$ cat src/emcy_pkg.sv
/*
 Constants, offsets and frame helpers for the emergency reporter.
 Assumes a single 50 MHz clock domain and an AXI4-Lite register bus.
*/
package emcy_pkg;
	// ----------------------------------------
	// Fault sources
	// ----------------------------------------
	localparam int unsigned NUM_SRC = 11;
	localparam int unsigned F_SELFTEST = 0;
	localparam int unsigned F_AUTOCAL = 1;
	localparam int unsigned F_XDCR = 2;
	localparam int unsigned F_SCALING = 3;
	localparam int unsigned F_PDO_OVR = 4;
	localparam int unsigned F_OVERLOAD = 5;
	localparam int unsigned F_LIMIT = 6;
	localparam int unsigned F_GROSS = 7;
	localparam int unsigned F_CALVAL = 8;
	localparam int unsigned F_LIMCFG = 9;
	localparam int unsigned F_NVM = 10;
	localparam int unsigned NUM_LIMIT = 4;

	// ----------------------------------------
	// Frame layout and codes
	// ----------------------------------------
	localparam logic [10:0] EMCY_ID_BASE = 11'h080;
	localparam logic [15:0] CODE_CLEAR = 16'h0000;
	localparam logic [15:0] CODE_SELFTEST = 16'h5010;
	localparam logic [15:0] CODE_AUTOCAL = 16'h5020;
	localparam logic [15:0] CODE_XDCR = 16'h5030;
	localparam logic [15:0] CODE_SCALING = 16'h6310;
	localparam logic [15:0] CODE_PDO_OVR = 16'h8110;
	localparam logic [15:0] CODE_OVERLOAD = 16'hF001;
	localparam logic [15:0] CODE_LIMIT = 16'hF011;
	localparam logic [15:0] CODE_DEVICE = 16'hFF00;
	localparam logic [7:0] EXT_NONE = 8'h00;
	localparam logic [7:0] EXT_GROSS = 8'h01;
	localparam logic [7:0] EXT_CALVAL = 8'h02;
	localparam logic [7:0] EXT_LIMCFG = 8'h03;
	localparam logic [7:0] EXT_NVM = 8'h04;
	localparam logic [7:0] STATUS_FAULT = 8'h01;
	localparam logic [7:0] STATUS_CLEAR = 8'h00;
	localparam logic [31:0] PAD_ZERO = 32'h0000_0000;
	localparam logic [31:0] ABORT_GENERAL = 32'h0800_0000;
	localparam logic [31:0] ABORT_NO_XFER = 32'h0800_0020;

	// ----------------------------------------
	// Register map
	// ----------------------------------------
	localparam int unsigned AXI_AW = 8;
	localparam logic [7:0] REG_CTRL = 8'h00;
	localparam logic [7:0] REG_NODE = 8'h04;
	localparam logic [7:0] REG_FAULT = 8'h08;
	localparam logic [7:0] REG_IRQ_STAT = 8'h0C;
	localparam logic [7:0] REG_IRQ_MASK = 8'h10;
	localparam logic [7:0] REG_ABORT = 8'h14;
	localparam int unsigned CTRL_USE_TDATA = 0;
	localparam int unsigned CTRL_LIMIT_EN_LSB = 4;
	localparam logic [7:0] CTRL_RST = 8'h00;
	localparam logic [6:0] NODE_RST = 7'h01;
	localparam int unsigned IRQ_W = 3;
	localparam int unsigned IRQ_RAISE = 0;
	localparam int unsigned IRQ_CLEAR = 1;
	localparam int unsigned IRQ_ABORT = 2;
	localparam logic [1:0] RESP_OKAY = 2'h0;
	localparam logic [1:0] RESP_SLVERR = 2'h2;

	// Payload bytes one..eight sit in bits [7:0]..[63:56]
	function automatic logic [63:0] pack_emcy(logic [15:0] code, logic [7:0] status, logic [7:0] ext);
		return {PAD_ZERO, ext, status, code[7:0], code[15:8]};
	endfunction : pack_emcy

	// Code part one and part two of one fault source
	function automatic logic [23:0] code_of(int unsigned idx);
		case (idx)
			F_SELFTEST: return {CODE_SELFTEST, EXT_NONE};
			F_AUTOCAL: return {CODE_AUTOCAL, EXT_NONE};
			F_XDCR: return {CODE_XDCR, EXT_NONE};
			F_SCALING: return {CODE_SCALING, EXT_NONE};
			F_PDO_OVR: return {CODE_PDO_OVR, EXT_NONE};
			F_OVERLOAD: return {CODE_OVERLOAD, EXT_NONE};
			F_LIMIT: return {CODE_LIMIT, EXT_NONE};
			F_GROSS: return {CODE_DEVICE, EXT_GROSS};
			F_CALVAL: return {CODE_DEVICE, EXT_CALVAL};
			F_LIMCFG: return {CODE_DEVICE, EXT_LIMCFG};
			F_NVM: return {CODE_DEVICE, EXT_NVM};
			default: return {CODE_CLEAR, EXT_NONE};
		endcase
	endfunction : code_of
endpackage : emcy_pkg

$ cat src/frame_if.sv
/*
 One CAN frame offered with valid/ready.
 Assumes the source holds id and data until ready.
*/
interface frame_if;
	logic valid;
	logic ready;
	logic [10:0] id;
	logic [63:0] data;
	modport src(output valid, output id, output data, input ready);
	modport snk(input valid, input id, input data, output ready);
endinterface : frame_if

$ cat src/emcy_source_tracker.sv
/*
 Edge tracker turning fault levels into emergency and clearing frames.
 Assumes fault levels come from logic on aclk.
*/
module emcy_source_tracker
	import emcy_pkg::*;
#(
	parameter int unsigned NSRC = emcy_pkg::NUM_SRC
)(
	input wire logic aclk,
	input wire logic aresetn,
	input wire logic [NSRC-1:0] fault,
	input wire logic operational,
	input wire logic [6:0] node_addr,
	frame_if.src tx,
	output logic raise_sent,
	output logic clear_sent
);
	logic [NSRC-1:0] fault_q, fault_d, pend_r_q, pend_r_d, pend_c_q, pend_c_d, rep_q, rep_d;
	logic busy_q, busy_d, kind_clr_q, kind_clr_d;
	logic [10:0] id_q, id_d;
	logic [63:0] data_q, data_d;

	// ----------------------------------------
	// Pending flags and frame loader
	// ----------------------------------------
	// A new event on a source wins over the load that clears its flag
	always_comb
	begin
		logic [NSRC-1:0] rise, fall, lm;
		logic lclr, found;
		logic [23:0] cd;
		rise = fault & ~fault_q & {NSRC{operational}};
		fall = ~fault & fault_q;
		lm = '0;
		lclr = 1'b0;
		found = 1'b0;
		cd = '0;
		busy_d = busy_q;
		kind_clr_d = kind_clr_q;
		id_d = id_q;
		data_d = data_q;
		if (busy_q && tx.ready)
			busy_d = 1'b0;
		for (int unsigned i = 0; i < NSRC; i++)
		begin
			if (!busy_q && !found && (pend_r_q[i] || pend_c_q[i]))
			begin
				found = 1'b1;
				lm[i] = 1'b1;
				lclr = pend_c_q[i];
				cd = code_of(i);
			end
		end
		if (found)
		begin
			busy_d = 1'b1;
			kind_clr_d = lclr;
			id_d = EMCY_ID_BASE + {4'h0, node_addr};
			if (lclr)
				data_d = pack_emcy(CODE_CLEAR, STATUS_CLEAR, EXT_NONE);
			else
				data_d = pack_emcy(cd[23:8], STATUS_FAULT, cd[7:0]);
		end
		fault_d = fault;
		pend_r_d = (pend_r_q & ~(lm & {NSRC{!lclr}}) & ~fall) | rise;
		rep_d = (rep_q | (lm & {NSRC{!lclr}})) & ~(lm & {NSRC{lclr}});
		// Only a reported fault earns a clearing frame
		pend_c_d = (pend_c_q & ~(lm & {NSRC{lclr}})) | (fall & (rep_q | (lm & {NSRC{!lclr}})));
	end

	// Registers
	always_ff @(posedge aclk)
	begin
		if (!aresetn)
		begin
			fault_q <= '0;
			pend_r_q <= '0;
			pend_c_q <= '0;
			rep_q <= '0;
			busy_q <= 1'b0;
			kind_clr_q <= 1'b0;
			id_q <= '0;
			data_q <= '0;
		end
		else
		begin
			fault_q <= fault_d;
			pend_r_q <= pend_r_d;
			pend_c_q <= pend_c_d;
			rep_q <= rep_d;
			busy_q <= busy_d;
			kind_clr_q <= kind_clr_d;
			id_q <= id_d;
			data_q <= data_d;
		end
	end

	// Frame out and completion pulses
	assign tx.valid = busy_q;
	assign tx.id = id_q;
	assign tx.data = data_q;
	assign raise_sent = busy_q && tx.ready && !kind_clr_q;
	assign clear_sent = busy_q && tx.ready && kind_clr_q;
endmodule : emcy_source_tracker

$ cat src/frame_arbiter.sv
/*
 Output stage choosing emergency frames ahead of process-data frames.
 Assumes both sources hold their frame until taken.
*/
module frame_arbiter
	import emcy_pkg::*;
(
	input wire logic aclk,
	input wire logic aresetn,
	frame_if.snk emcy,
	input wire logic pdo_valid,
	output logic pdo_ready,
	input wire logic [10:0] pdo_id,
	input wire logic [63:0] pdo_data,
	output logic can_tx_valid,
	input wire logic can_tx_ready,
	output logic [10:0] can_tx_id,
	output logic [63:0] can_tx_data,
	output logic can_tx_emcy
);
	logic v_q, v_d, e_q, e_d;
	logic [10:0] id_q, id_d;
	logic [63:0] dat_q, dat_d;
	logic free;

	// ----------------------------------------
	// One-deep output register
	// ----------------------------------------
	// Emergency frames always take the free slot first
	assign free = !v_q || can_tx_ready;
	assign emcy.ready = free;
	assign pdo_ready = free && !emcy.valid;

	always_comb
	begin
		v_d = v_q && !can_tx_ready;
		e_d = e_q;
		id_d = id_q;
		dat_d = dat_q;
		if (free && emcy.valid)
		begin
			v_d = 1'b1;
			e_d = 1'b1;
			id_d = emcy.id;
			dat_d = emcy.data;
		end
		else if (free && pdo_valid)
		begin
			v_d = 1'b1;
			e_d = 1'b0;
			id_d = pdo_id;
			dat_d = pdo_data;
		end
	end

	// Registers
	always_ff @(posedge aclk)
	begin
		if (!aresetn)
		begin
			v_q <= 1'b0;
			e_q <= 1'b0;
			id_q <= '0;
			dat_q <= '0;
		end
		else
		begin
			v_q <= v_d;
			e_q <= e_d;
			id_q <= id_d;
			dat_q <= dat_d;
		end
	end

	assign can_tx_valid = v_q;
	assign can_tx_emcy = e_q;
	assign can_tx_id = id_q;
	assign can_tx_data = dat_q;
endmodule : frame_arbiter

$ cat src/emcy_reporter.sv
/*
 Emergency frame reporter with AXI4-Lite registers, interrupt and abort codes.
 Assumes fault, limit and NMT levels come from logic on aclk.
*/
// Implementation choices: the AXI4-Lite interface to the registers and the register addresses.
// What this block does
// - Emergency only when operational, on new fault
// - Clearing frame zero code, byte four, status
// - Separate enable for each of four switches
// - One frame when first enabled switch trips
// - Clear only when all enabled switches inactive
// - Identifier is 128 plus module address
// - Code, status, code part two, zero pad
// - Codes 5010, 5020, 5030 for hardware faults
// - Codes 6310 scaling, 8110 transmit overrun
// - Codes F001 overload, F011 limit switch
// - FF00 with byte four 01 to 04
// - Transducer data check only when enabled
// - Abort codes 08000000 and 08000020
module emcy_reporter
	import emcy_pkg::*;
(
	input wire logic aclk,
	input wire logic aresetn,
	input wire logic [emcy_pkg::AXI_AW-1:0] s_axi_awaddr,
	input wire logic s_axi_awvalid,
	output logic s_axi_awready,
	input wire logic [31:0] s_axi_wdata,
	input wire logic [3:0] s_axi_wstrb,
	input wire logic s_axi_wvalid,
	output logic s_axi_wready,
	output logic [1:0] s_axi_bresp,
	output logic s_axi_bvalid,
	input wire logic s_axi_bready,
	input wire logic [emcy_pkg::AXI_AW-1:0] s_axi_araddr,
	input wire logic s_axi_arvalid,
	output logic s_axi_arready,
	output logic [31:0] s_axi_rdata,
	output logic [1:0] s_axi_rresp,
	output logic s_axi_rvalid,
	input wire logic s_axi_rready,
	input wire logic nmt_operational,
	input wire logic selftest_err,
	input wire logic autocal_err,
	input wire logic xdcr_conn_err,
	input wire logic xdcr_data_missing,
	input wire logic scaling_err,
	input wire logic pdo_overrun,
	input wire logic input_overload,
	input wire logic [emcy_pkg::NUM_LIMIT-1:0] limit_sw,
	input wire logic gross_overshoot,
	input wire logic calval_err,
	input wire logic limcfg_err,
	input wire logic nvm_err,
	input wire logic sdo_abort_req,
	input wire logic sdo_abort_no_xfer,
	output logic [31:0] sdo_abort_code,
	output logic sdo_abort_valid,
	input wire logic pdo_valid,
	output logic pdo_ready,
	input wire logic [10:0] pdo_id,
	input wire logic [63:0] pdo_data,
	output logic can_tx_valid,
	input wire logic can_tx_ready,
	output logic [10:0] can_tx_id,
	output logic [63:0] can_tx_data,
	output logic can_tx_emcy,
	output logic irq
);
	// ----------------------------------------
	// Declarations
	// ----------------------------------------
	frame_if em();
	logic [NUM_SRC-1:0] src;
	logic limit_any, raise_sent, clear_sent;
	logic [7:0] ctrl_q, ctrl_d;
	logic [6:0] node_q, node_d;
	logic [IRQ_W-1:0] ist_q, ist_d, imask_q, imask_d;
	logic aw_q, aw_d, w_q, w_d, bv_q, bv_d, rv_q, rv_d;
	logic [AXI_AW-1:0] awa_q, awa_d;
	logic [7:0] wd_q, wd_d;
	logic wb_q, wb_d;
	logic [1:0] br_q, br_d, rr_q, rr_d;
	logic [31:0] rd_q, rd_d, ab_q, ab_d;
	logic abv_q, abv_d;

	// ----------------------------------------
	// Fault source assembly
	// ----------------------------------------
	// Disabled switches are masked before the OR, so they never open or hold the event
	assign limit_any = |(limit_sw & ctrl_q[CTRL_LIMIT_EN_LSB +: NUM_LIMIT]);
	assign src[F_SELFTEST] = selftest_err;
	assign src[F_AUTOCAL] = autocal_err;
	assign src[F_XDCR] = xdcr_conn_err | (xdcr_data_missing & ctrl_q[CTRL_USE_TDATA]);
	assign src[F_SCALING] = scaling_err;
	assign src[F_PDO_OVR] = pdo_overrun;
	assign src[F_OVERLOAD] = input_overload;
	assign src[F_LIMIT] = limit_any;
	assign src[F_GROSS] = gross_overshoot;
	assign src[F_CALVAL] = calval_err;
	assign src[F_LIMCFG] = limcfg_err;
	assign src[F_NVM] = nvm_err;

	// Edge tracker and output arbitration
	emcy_source_tracker #(.NSRC(NUM_SRC)) u_trk (
		.aclk(aclk),
		.aresetn(aresetn),
		.fault(src),
		.operational(nmt_operational),
		.node_addr(node_q),
		.tx(em.src),
		.raise_sent(raise_sent),
		.clear_sent(clear_sent)
	);

	frame_arbiter u_arb (
		.aclk(aclk),
		.aresetn(aresetn),
		.emcy(em.snk),
		.pdo_valid(pdo_valid),
		.pdo_ready(pdo_ready),
		.pdo_id(pdo_id),
		.pdo_data(pdo_data),
		.can_tx_valid(can_tx_valid),
		.can_tx_ready(can_tx_ready),
		.can_tx_id(can_tx_id),
		.can_tx_data(can_tx_data),
		.can_tx_emcy(can_tx_emcy)
	);

	// ----------------------------------------
	// AXI4-Lite slave and registers
	// ----------------------------------------
	// All writable fields sit in byte lane 0, so only wstrb[0] matters
	always_comb
	begin
		logic [IRQ_W-1:0] rclr;
		rclr = '0;
		aw_d = aw_q;
		w_d = w_q;
		awa_d = awa_q;
		wd_d = wd_q;
		wb_d = wb_q;
		bv_d = bv_q && !s_axi_bready;
		br_d = br_q;
		rv_d = rv_q && !s_axi_rready;
		rr_d = rr_q;
		rd_d = rd_q;
		ctrl_d = ctrl_q;
		node_d = node_q;
		imask_d = imask_q;
		if (s_axi_awvalid && !aw_q)
		begin
			aw_d = 1'b1;
			awa_d = s_axi_awaddr;
		end
		if (s_axi_wvalid && !w_q)
		begin
			w_d = 1'b1;
			wd_d = s_axi_wdata[7:0];
			wb_d = s_axi_wstrb[0];
		end
		if (aw_q && w_q && !bv_q)
		begin
			aw_d = 1'b0;
			w_d = 1'b0;
			bv_d = 1'b1;
			br_d = RESP_OKAY;
			unique case ({awa_q[AXI_AW-1:2], 2'b00})
				REG_CTRL: if (wb_q) ctrl_d = wd_q;
				REG_NODE: if (wb_q) node_d = wd_q[6:0];
				REG_IRQ_MASK: if (wb_q) imask_d = wd_q[IRQ_W-1:0];
				REG_FAULT, REG_IRQ_STAT, REG_ABORT: br_d = RESP_OKAY;
				default: br_d = RESP_SLVERR;
			endcase
		end
		if (s_axi_arvalid && !rv_q)
		begin
			rv_d = 1'b1;
			rr_d = RESP_OKAY;
			rd_d = '0;
			unique case ({s_axi_araddr[AXI_AW-1:2], 2'b00})
				REG_CTRL: rd_d[7:0] = ctrl_q;
				REG_NODE: rd_d[6:0] = node_q;
				REG_FAULT: rd_d[NUM_SRC-1:0] = src;
				REG_IRQ_STAT:
				begin
					rd_d[IRQ_W-1:0] = ist_q;
					rclr = ist_q;
				end
				REG_IRQ_MASK: rd_d[IRQ_W-1:0] = imask_q;
				REG_ABORT: rd_d = ab_q;
				default: rr_d = RESP_SLVERR;
			endcase
		end
		// A new event wins over the read that clears it
		ist_d = (ist_q & ~rclr) | {sdo_abort_req, clear_sent, raise_sent};
	end

	// ----------------------------------------
	// Abort code
	// ----------------------------------------
	always_comb
	begin
		abv_d = sdo_abort_req;
		ab_d = ab_q;
		if (sdo_abort_req)
			ab_d = sdo_abort_no_xfer ? ABORT_NO_XFER : ABORT_GENERAL;
	end

	// Registers
	always_ff @(posedge aclk)
	begin
		if (!aresetn)
		begin
			aw_q <= 1'b0;
			w_q <= 1'b0;
			awa_q <= '0;
			wd_q <= '0;
			wb_q <= 1'b0;
			bv_q <= 1'b0;
			br_q <= RESP_OKAY;
			rv_q <= 1'b0;
			rr_q <= RESP_OKAY;
			rd_q <= '0;
			ctrl_q <= CTRL_RST;
			node_q <= NODE_RST;
			imask_q <= '0;
			ist_q <= '0;
			ab_q <= '0;
			abv_q <= 1'b0;
		end
		else
		begin
			aw_q <= aw_d;
			w_q <= w_d;
			awa_q <= awa_d;
			wd_q <= wd_d;
			wb_q <= wb_d;
			bv_q <= bv_d;
			br_q <= br_d;
			rv_q <= rv_d;
			rr_q <= rr_d;
			rd_q <= rd_d;
			ctrl_q <= ctrl_d;
			node_q <= node_d;
			imask_q <= imask_d;
			ist_q <= ist_d;
			ab_q <= ab_d;
			abv_q <= abv_d;
		end
	end

	// Bus outputs and interrupt
	assign s_axi_awready = !aw_q;
	assign s_axi_wready = !w_q;
	assign s_axi_bvalid = bv_q;
	assign s_axi_bresp = br_q;
	assign s_axi_arready = !rv_q;
	assign s_axi_rvalid = rv_q;
	assign s_axi_rresp = rr_q;
	assign s_axi_rdata = rd_q;
	assign sdo_abort_code = ab_q;
	assign sdo_abort_valid = abv_q;
	assign irq = |(ist_q & imask_q);

	// ----------------------------------------
	// Assertions
	// ----------------------------------------
	property p_emcy_id;
		@(posedge aclk) disable iff (!aresetn)
		can_tx_valid && can_tx_emcy |-> can_tx_id == EMCY_ID_BASE + {4'h0, node_q};
	endproperty
	a_emcy_id: assert property (p_emcy_id) else $error("emergency id wrong");

	property p_pad_zero;
		@(posedge aclk) disable iff (!aresetn)
		can_tx_valid && can_tx_emcy |-> can_tx_data[63:32] == PAD_ZERO;
	endproperty
	a_pad_zero: assert property (p_pad_zero) else $error("pad bytes not zero");

	property p_clear_frame;
		@(posedge aclk) disable iff (!aresetn)
		can_tx_valid && can_tx_emcy && can_tx_data[15:0] == CODE_CLEAR |-> can_tx_data[31:16] == 16'h0000;
	endproperty
	a_clear_frame: assert property (p_clear_frame) else $error("clear frame not zero");

	property p_pdo_yield;
		@(posedge aclk) disable iff (!aresetn)
		em.valid && (!can_tx_valid || can_tx_ready) |=> can_tx_valid && can_tx_emcy;
	endproperty
	a_pdo_yield: assert property (p_pdo_yield) else $error("pdo taken before emergency");

	property p_abort_code;
		@(posedge aclk) disable iff (!aresetn)
		sdo_abort_req |=> sdo_abort_valid && sdo_abort_code == ($past(sdo_abort_no_xfer) ? ABORT_NO_XFER : ABORT_GENERAL);
	endproperty
	a_abort_code: assert property (p_abort_code) else $error("abort code wrong");

	property p_limit_gate;
		@(posedge aclk) disable iff (!aresetn)
		(limit_sw & ctrl_q[CTRL_LIMIT_EN_LSB +: NUM_LIMIT]) == 4'h0 |-> !src[F_LIMIT];
	endproperty
	a_limit_gate: assert property (p_limit_gate) else $error("disabled switch reported");

	property p_tdata_gate;
		@(posedge aclk) disable iff (!aresetn)
		!ctrl_q[CTRL_USE_TDATA] && !xdcr_conn_err |-> !src[F_XDCR];
	endproperty
	a_tdata_gate: assert property (p_tdata_gate) else $error("transducer data check not gated");

	property p_no_quiet_send;
		@(posedge aclk) disable iff (!aresetn)
		$rose(src[F_LIMIT]) && !nmt_operational
		|=> !u_trk.pend_r_q[F_LIMIT];
	endproperty
	a_no_quiet_send: assert property (p_no_quiet_send) else $error("frame while not operational");

	property p_limit_once;
		@(posedge aclk) disable iff (!aresetn)
		src[F_LIMIT] && $past(src[F_LIMIT]) && $changed(limit_sw) |=> $stable(u_trk.pend_r_q[F_LIMIT]) || !u_trk.pend_r_q[F_LIMIT];
	endproperty
	a_limit_once: assert property (p_limit_once) else $error("extra limit frame queued");

	c_raise: cover property (@(posedge aclk) disable iff (!aresetn) raise_sent);
	c_clear: cover property (@(posedge aclk) disable iff (!aresetn) clear_sent);
	c_pdo: cover property (@(posedge aclk) disable iff (!aresetn) can_tx_valid && can_tx_ready && !can_tx_emcy);
	c_abort: cover property (@(posedge aclk) disable iff (!aresetn) sdo_abort_valid);
endmodule : emcy_reporter

$ cat config.mk
export PLATFORM = sky130hd
export DESIGN_NAME = emcy_reporter
export DESIGN_NICKNAME = d
export VERILOG_FILES = /design/src/emcy_pkg.sv /design/src/frame_if.sv /design/src/emcy_source_tracker.sv /design/src/frame_arbiter.sv /design/src/emcy_reporter.sv
export SDC_FILE = /design/constraint.sdc
export NUM_CORES = 1
export LEC_CHECK = 0
export BUFFER_PORTS_ARGS = -buffer_cell sky130_fd_sc_hd__buf_2
export CAP_MARGIN = 20
export CORE_MARGIN = 1
export CORE_UTILIZATION = 45
export DETAILED_ROUTE_END_ITERATION = 6
export HOLD_SLACK_MARGIN = 0.1
export PLACE_DENSITY = 0.81
export RECOVER_POWER = 50
export SYNTH_ARGS = -nofsm -noshare
export SYNTH_HDL_FRONTEND = slang
export SYNTH_SLANG_ARGS = --single-unit
$ cat constraint.sdc
create_clock -name aclk -period 2.9 [get_ports aclk]
set_input_delay 0.58 -clock aclk [delete_from_list [all_inputs] [get_ports aclk]]
set_output_delay 0.58 -clock aclk [all_outputs]
set_load 0.1 [all_outputs]
==> results.tsv, run 1 <==
metric	value	unit
status	finished, violations left	
violations	capacitance limit, slew limit	
initial_core_util	46.5	%
gr-total-overflow	0	
synth_flop_cell	dfxtp_1	
fin_cells	1423	
final_layout_size_suffix_gt1_share	16.7	%
fmax	384	MHz
post_cts_resized	0	
core_area	18100	um^2
numCtsBuffers	22	
synth_area	8450	um^2
grt_pass1_vias	7209	
critPathLaunchType	flip-flop	
grt_max_degree	84	
startpoint	u_trk.pend_c_q[3]	
synth.most_common_cell	dfxtp_1	
min_from	s_axi_rready	
vias	7641	
vdd_drop_max	605	uV
ys_seq_elements	202	
cp.required	3330	ps
p_total	0.00831	W
yosys_warnings	0	
finalClockSkew	9.54	ps
cp-end-kind	flip-flop	
cts_tree	done	
drc	0	
drt_pass1_iterations	7	
final_net_count	1331	
fin_area	10200	um^2
period_minus_slack	2600	ps
tightest_slew	1630	ps
placed_cell_area	9550	um^2
drv_cap	1	
antenna_left	0	
root_buffer	clkbuf_16	
r2r_start	u_trk.pend_c_q[3]	
seq_area_frac_synth	47.9	%
drtIter0Drc	460	
path_clk_slew	60	ps
avgSynthCellArea	8.64	um^2
max_slew_margin	-8.41	%
tns	0	ps
synthTopCellsByArea	dfxtp_1 (48%), nor2_1 (7.4%), a22oi_1 (5.4%)	
io-pin-count	307	
hpwl	15.4	mm
powerDensity	817	nW/um^2
dieArea	19300	um^2
yosys.area.top_type_share	47.9	%
hold_buffers	0	
synth-edff-count	0	
die-height	139	um
clk_latency	490	ps
fin_util	56.0	%
die_w	139	um
grt_antenna_before_repair	0	
rsz0062_at_grt	no	
gp_congestion	0.862	
async_reset_ff_share	0	%
routedWlPerCell	15.1	um
slew_violations	84	
p_leak	4.17	nW
crit_type	flip-flop to flip-flop	
rows	49	
yosys.cell_types.count	57	
synthCells	978	
routed_wl	21.5	mm
htree_levels	1	
worst_hold_path_type	primary input to flip-flop	
arrival	3030	ps
gr-usage-all-layers	21.6	%
post_drt_via_cell_ratio	5.37	
clk_path_buf_depth	3	
placedCellCount	1382	
cts.sinks	202	
yosysTopAreaCell	dfxtp_1	
setup_violations	0	
port_buffers	223	
grt_pass1_wl	34.7	mm
fin_crit_sh	89.8	%
hold_violations	0	
synthTopCellsByCount	dfxtp_1 (202), nor2_1 (167), nand2_1 (95)	
postCtsSetupBuffers	0	
areaGrowthSynthToFinish	20.4	%
critPathMaxFanout	14	
==> per-layer routing <==
layer	vias to the layer above	part of all wire, %	GRT usage, %
li1	3744	-	-
met1	3613	41	24.9
met2	250	52	41.0
met3	34	6.0	3.73
met4	0	1.7	5.15
met5	-	0	0
==> power breakdown <==
part,internal (W),switching (W),leakage (nW)
clock network,0.00174,0.00112,0.369
registers,0.00299,0.000156,1.65
logic,0.000457,0.00184,2.15
total,0.00519,0.00312,4.17
==> layout make-up <==
type,count,area [um^2]
well taps,229,287
clock inverters,10,113
clock buffers,30,642
repair buffers,239,1120
multi-input cells,694,3890
fillers,1696,7980
inverters,18,70.1
diodes,1,2.50
flip-flops and latches,202,4040
==> stage by stage <==
step / setup WS, ps / hold slack [ps]
finish: 296 / 271
global placement: 414 / 412
CTS: 315 / 258
global route: 70.2 / 264
detailed placement: 376 / 424
floorplan: 109 / 405
==> final timing paths <==
path,slack [ps],depth (start not counted),to
setup / recovery,300,8,u_trk.tx.data[5]
hold / removal,270,2,s_axi_rvalid
setup reg to reg,300,8,u_trk.tx.data[5]
hold reg to reg,430,1,u_trk.pend_r_q[6]
==> layout by cell type, fill, tap and decap left out, types with 19 or more instances in the layout <==
cell       Yosys  final
a21oi_1       73     73
clkbuf_1      56     99
buf_2          1    129
nand3_1       32     32
dfxtp_1      202    202
nor3_1        19     19
conb_1         1     52
a311oi_1      21     21
mux2i_1       30     30
a22oi_1       61     61
nand2_1       95     95
nor2_1       167    165
clkbuf_16      0     23
==> worst max-delay path: stages, from the launching register on <==
cell and delay, ps:
dfxtp_1 400, nor4_4 450, nand3_1 310, nor2_2 290
a22oi_2 150, a21oi_4 400, buf_4 250, o21ai_0 120
a21oi_1 160
==> state kept, by name, summed over array words and instances (netlist names), 8 cells and up, named ones only <==
| name | count |
|---|---|
| ctrl_q | 8 |
| u_trk.fault_q | 11 |
| u_trk.tx.data | 14 |
| s_axi_rdata | 12 |
| u_trk.pend_r_q | 11 |
| u_arb.can_tx_id | 11 |
| u_trk.tx.id | 8 |
| u_trk.pend_c_q | 11 |
| wd_q | 8 |
| u_arb.can_tx_data | 64 |
==> cells by family (layout without fill, tap and decap cells) <==
group / Yosys count / count (layout) / synth area share (%)
and+or+nand+nor: 375 / 375 / 20.1
other: 1 / 53 / 0.0444
AOI/OAI and AO/OA: 234 / 234 / 19.1
buffers and inverters: 133 / 297 / 8.55
DFF: 202 / 202 / 47.9
muxes: 33 / 33 / 4.36
Power figures use the tool's default switching activity.
==> run 2: changes to the inputs <==
--- a/config.mk
+++ b/config.mk
@@ -9,6 +9,7 @@
 export CAP_MARGIN = 20
 export CORE_MARGIN = 1
 export CORE_UTILIZATION = 45
+export CTS_BUF_LIST = sky130_fd_sc_hd__clkbuf_4 sky130_fd_sc_hd__clkbuf_8
 export DETAILED_ROUTE_END_ITERATION = 6
 export HOLD_SLACK_MARGIN = 0.1
 export PLACE_DENSITY = 0.81
==> constraint.sdc (replaced) <==
create_clock -name aclk -period 2.4 [get_ports aclk]
set_input_delay 0.48 -clock aclk [delete_from_list [all_inputs] [get_ports aclk]]
set_output_delay 0.48 -clock aclk [all_outputs]
set_load 0.1 [all_outputs]
==> run 2 against run 1 <==
The run ends with DRC left. Non-clock buffer count increased by 25. Sequential share of layout area decreased by 1.2 points. Sequential power increased by 20%. Via count increased by 1.9%. Largest cell class unchanged. First-iteration DRC count decreased by 6.3%. Global-route usage increased by 0.40 points. Hold slack got worse by 120 ps. Register-to-register slack got worse by 140 ps. Combinational power increased by 28%. Setup slack got worse by 140 ps.
==> results.tsv, run 2 (synthesis results as in run 1) <==
metric	value	unit	change
cts.sinks	202		unchanged
cts_tree	done		
worstHoldEndpoint	s_axi_rvalid		
antenna_left	0		unchanged
largest_reg_flops	64		unchanged
port_buffers	223		unchanged
worst_hold_path_type	primary input to flip-flop		
rows	49		unchanged
holdWs	152	ps	-119 ps
drt_pass1_iterations	7		unchanged
io-pin-count	307		unchanged
grt_pass1_wl	35.0	mm	+1.0%
cp.required	2810	ps	-520 ps
violations	DRC		
crit_type	flip-flop to flip-flop		
areaGrowthSynthToFinish	24.3	%	
root_buffer	clkbuf_8		
grt_antenna_before_repair	0		unchanged
whs_path_depth	2		unchanged
rsz0062_at_grt	yes		
final_layout_size_suffix_gt1_share	27.6	%	+11 points
die-height	139	um	unchanged
placed_cell_area	9760	um^2	+2.1%
fin_area	10500	um^2	+3.2%
r2r_end	u_trk.pend_r_q[4]		
period_minus_slack	2240	ps	-364 ps
clk_latency	520	ps	+30 ps
initial_core_util	46.5	%	unchanged
hpwl	15.3	mm	-1.0%
arrival	2650	ps	-380 ps
post_drt_via_cell_ratio	5.30		-1.4%
gp_congestion	0.863		+0.17%
mostFrequentLayoutCell	dfxtp_1		
setup_slack	160	ps	-136 ps
r2r_start	u_trk.pend_c_q[4]		
numCtsBuffers	36		+64%
fin_cells	1470		+3.3%
gr-total-overflow	0		unchanged
hold_buffers	0		unchanged
tightest_slew	1090	ps	-540 ps
routedWlPerCell	14.7	um	-3.0%
p_leak	4.65	nW	+11%
vdd_drop_max	505	uV	-17%
drv_cap	0		-1
ff2ff_setup_slack	160	ps	-140 ps
critPathMaxFanout	11		-3
grt_max_degree	70		-17%
max_slew_margin	27.6	%	+36 points
rr_worst_depth	9		+1
path_clk_slew	60	ps	about the same
drtIter0Drc	431		-6.3%
diodes	0		-1
cp-end-kind	flip-flop		
final_cell_mix	dfxtp_1 (201), nor2_1 (165), buf_2 (134)		
p_total	0.0100	W	+20%
min_from	s_axi_rready		
finalClockSkew	27.4	ps	+17.9 ps
htree_levels	2		+1
dieArea	19300	um^2	unchanged
fmax	446	MHz	+16%
fin_crit_sh	93.3	%	+3.5 points
placedCellCount	1405		+1.7%
status	finished, violations left		
grt_pass1_vias	7372		+2.3%
slew_violations	0		-100%
setup_violations	0		unchanged
powerDensity	952	nW/um^2	+17%
vias	7786		+1.9%
hold_violations	0		unchanged
pre_cts_slack	141	ps	-235 ps
die_w	139	um	unchanged
clk_path_buf_depth	3		unchanged
critPathLaunchType	flip-flop		
gr-usage-all-layers	22.0	%	+0.40 points
routed_wl	21.6	mm	+0.25%
nFillCells	1574		-7.2%
final_net_count	1370		+2.9%
drc	10		+10
core_area	18100	um^2	unchanged
==> run 2: cell count changes in the layout (fill, tap and decap cells not counted), sizes merged <==
cell,change
bufinv,-1
inv,-1
diode,-1
clkbuf,+23
clkinv,-1
buf,+28
==> run 2: worst max path at each step <==
stage	from	endpoint	slack (ps)
6_report	u_trk.pend_c_q[4]	u_trk.pend_r_q[4]	160
5_1_grt	u_trk.pend_r_q[1]	u_trk.pend_c_q[7]	-20
4_1_cts	u_trk.pend_c_q[3]	u_trk.pend_r_q[4]	130
3_5_place_dp	u_trk.pend_c_q[3]	u_trk.pend_r_q[4]	140
3_3_place_gp	u_trk.pend_c_q[3]	u_trk.pend_r_q[4]	180
2_1_floorplan	s_axi_bvalid	imask_q[0]	90
==> run 2: cell type report <==
type | count | area, um^2 | share of cell area [%]
timing repair buffer | 264 | 1460 | 13.9
tap | 229 | 287 | 2.73
multi-input combinational | 694 | 3900 | 37.1
clock inverter | 7 | 65.1 | 0.620
inverter | 18 | 70.1 | 0.667
clock buffer | 56 | 677 | 6.45
sequential | 202 | 4050 | 38.5
==> run 2: power by group <==
part / total [W] / switching (W) / internal (W)
clock network: 0.00327 / 0.00137 / 0.00190
registers: 0.00379 / 0.000168 / 0.00362
logic: 0.00294 / 0.00227 / 0.000668
total: 0.0100 / 0.00381 / 0.00619
==> run 2: stage by stage <==
step	TNS [ps]	utilization [%]
after floorplan	0	-
after global placement	0	53.8
after detailed placement	0	53.8
after CTS	0	57.8
after global routing	-16.0	57.8
final	0	57.8
==> run 2: critical path, cell delays in order, from the launching register on <==
cell,delay (ps)
dfxtp_1,330
nor4_4,270
buf_4,190
nand3_2,100
a2111oi_4,340
a22oi_2,130
a21oi_4,270
buf_4,220
a211oi_1,80
a41o_1,200
==> run 2: repair_timing <==
item | in CTS | in global routing
endpoints found under the setup margin | 0 | 3
resized for setup | 0 | 1
buffers inserted | 0 | 2
==> run 2: per-layer routing <==
metal / routed length [um] / global-route usage [%] / up-vias
li1: - / - / 3845
met4: 500 / 8.07 / 0
met5: 0 / 0 / -
met1: 8800 / 25.4 / 3605
met2: 11000 / 39.8 / 294
met3: 1340 / 4.73 / 42
==> run 3: changes to the inputs <==
--- a/config.mk
+++ b/config.mk
@@ -7,6 +7,7 @@
 export LEC_CHECK = 0
 export BUFFER_PORTS_ARGS = -buffer_cell sky130_fd_sc_hd__buf_2
 export CAP_MARGIN = 20
+export CORE_ASPECT_RATIO = 1.5
 export CORE_MARGIN = 1
 export CORE_UTILIZATION = 45
 export CTS_BUF_LIST = sky130_fd_sc_hd__clkbuf_4 sky130_fd_sc_hd__clkbuf_8
==> run 3 against run 2 <==
The flow now finishes without violations. Hold slack improved by 13 ps. Clock skew shrank 10 ps. Count of clock-buffer cells in the layout shrank 4. Total power down 2.0%. Largest power group unchanged. Critical path type is now flip-flop to output port. Sequential cell count did not move. Combinational power hardly changed. Die area barely moved. Setup slack got worse by 53 ps. Non-clock buffer count is the same. Clock power is 6.1% lower. First-iteration DRC count down 11%.
==> results.tsv, run 3 (synthesis results as in run 1) <==
metric	value	unit	change
combPwrFrac	30.0	%	+0.6 points
drv_cap	0		unchanged
drt_pass1_iterations	5		-2
multi_input_area	3900	um^2	about the same
slowest_delay	570	ps	+230 ps
final_net_count	1364		-0.44%
hpwl	16.5	mm	+7.7%
top_layer	met4		
die-height	170	um	+22%
period_minus_slack	2290	ps	+52.9 ps
regArea	4050	um^2	unchanged
areaGrowthSynthToFinish	23.7	%	
grt_pass1_vias	7623		+3.4%
cts_tree	done		
drtIter0Drc	384		-11%
pwr-share-seq	38.7	%	+0.8 points
htree_levels	1		-1
rows	61		+24%
clk_latency	540	ps	+20 ps
port_buffers	223		unchanged
gr-total-overflow	0		unchanged
p_total	0.00980	W	-2.0%
hold_violations	0		unchanged
root_buffer	clkbuf_8		
fin_area	10500	um^2	-0.45%
routedWlPerCell	15.3	um	+4.2%
rsz0062_at_grt	no		
fin_util	56.6	%	-1.3 points
die_w	114	um	-18%
tns	0	ps	unchanged
grt_antenna_before_repair	0		unchanged
p_leak	4.62	nW	-0.68%
gp_congestion	0.840		-2.7%
swShare	38.1	%	about the same
max_slew_margin	11.3	%	-16 points
io-pin-count	307		unchanged
core_area	18500	um^2	+1.8%
drc	0		-10
grt_pass1_wl	36.0	mm	+2.8%
clock_power_share	31.3	%	-1.4 points
slew_violations	0		unchanged
mostFrequentLayoutCell	dfxtp_1		
cp.required	1920	ps	-890 ps
cts.sinks	202		unchanged
final_layout_size_suffix_gt1_share	27.0	%	-0.63 points
fmax	436	MHz	-2.3%
fin_crit_sh	95.5	%	+2.2 points
dieArea	19300	um^2	about the same
post_drt_via_cell_ratio	5.33		+0.57%
initial_core_util	45.7	%	-0.81 points
diodes	0		unchanged
route.met3.wl	1.39	mm	+3.8%
wl_met1	8.14	mm	-7.6%
tightest_slew	1330	ps	+244 ps
critPathMaxFanout	34		+23
routed_wl	22.7	mm	+5.2%
finalClockSkew	17.0	ps	-10.4 ps
nFillCells	1706		+8.4%
crit_path_top_delay_cell	dfxtp_1		
placed_cell_area	9760	um^2	about the same
largest_reg_flops	64		unchanged
final_cell_mix	dfxtp_1 (201), nor2_1 (166), buf_2 (143)		
wl_met2	12.1	mm	+10%
antenna_left	0		unchanged
path_cells	buf_6 > nor2_4 > buf_2		
crit_type	flip-flop to output port		
clk_path_buf_depth	3		unchanged
gr-usage-all-layers	23.1	%	+1.1 points
critPathLaunchType	flip-flop		
vdd_drop_max	563	uV	+11%
power.switching	0.00373	W	-2.0%
powerDensity	938	nW/um^2	-1.5%
grt_max_degree	63		-10%
vias	7910		+1.6%
numCtsBuffers	30		-17%
arrival	1810	ps	-840 ps
worst_hold_path_type	primary input to flip-flop		
p_int	0.00607	W	-1.9%
cp-end-kind	output port		
status	finished clean		
setup_violations	0		unchanged
path_clk_slew	60	ps	about the same
[run 3: final timing paths]
kind / startpoint / end / slack (ps) / cells past startpoint
worst min register to register: u_trk.fault_q[7] / u_trk.pend_r_q[7] / 430 / 1
worst max-delay path: u_trk.tx.valid / pdo_ready / 110 / 3
worst min-delay path: s_axi_awvalid / aw_q / 170 / 3
worst max register to register: u_trk.pend_c_q[1] / u_trk.pend_r_q[5] / 160 / 7
[run 3: stage by stage]
| step | setup WS [ps] | std cells | hold slack [ps] |
|---|---|---|---|
| 6_report | 107 | 1485 | 165 |
| 3_5_place_dp | 71.6 | 1426 | 430 |
| 5_1_grt | 6.88 | 1485 | 158 |
| 2_1_floorplan | 91.8 | 1029 | 405 |
| 3_3_place_gp | 154 | 1426 | 414 |
| 4_1_cts | 5.73 | 1482 | 145 |
[run 3: final cells by class]
class	count	area share, %
Clock inverter	3	0.383
Sequential cell	202	38.7
Inverter	18	0.670
Tap cell	252	3.02
Multi-Input combinational cell	694	37.3
Timing Repair Buffer	264	13.7
Clock buffer	52	6.19
[run 3: layer usage]
metal  global-route usage, %  vias up
met2                    43.6      327
met3                    4.04       82
met4                    12.4        0
li1                        -     3807
met5                       0        -
met1                    23.9     3694
[run 3: repair_timing]
item                                    CTS  global route
hold buffers                              1             0
hold endpoints to repair                  1             0
endpoints found under the setup margin    0            37
buffers inserted                          0             3
resized for setup                         0             2
[run 3: power by group through the flow]
stage               registers (W)  logic, W  clock network (W)
floorplan                 0.00480   0.00144                  0
global placement          0.00385   0.00289                  0
detailed placement        0.00386   0.00292                  0
CTS                       0.00379   0.00293            0.00314
global route              0.00383   0.00310            0.00328
finish                    0.00380   0.00294            0.00307
[run 3: worst max-delay path: cells and delay by family, from the launching register on]
family / cells / cell delay [ps]
buf+inv: 2 / 630
flops: 1 / 570
simple gates: 1 / 70
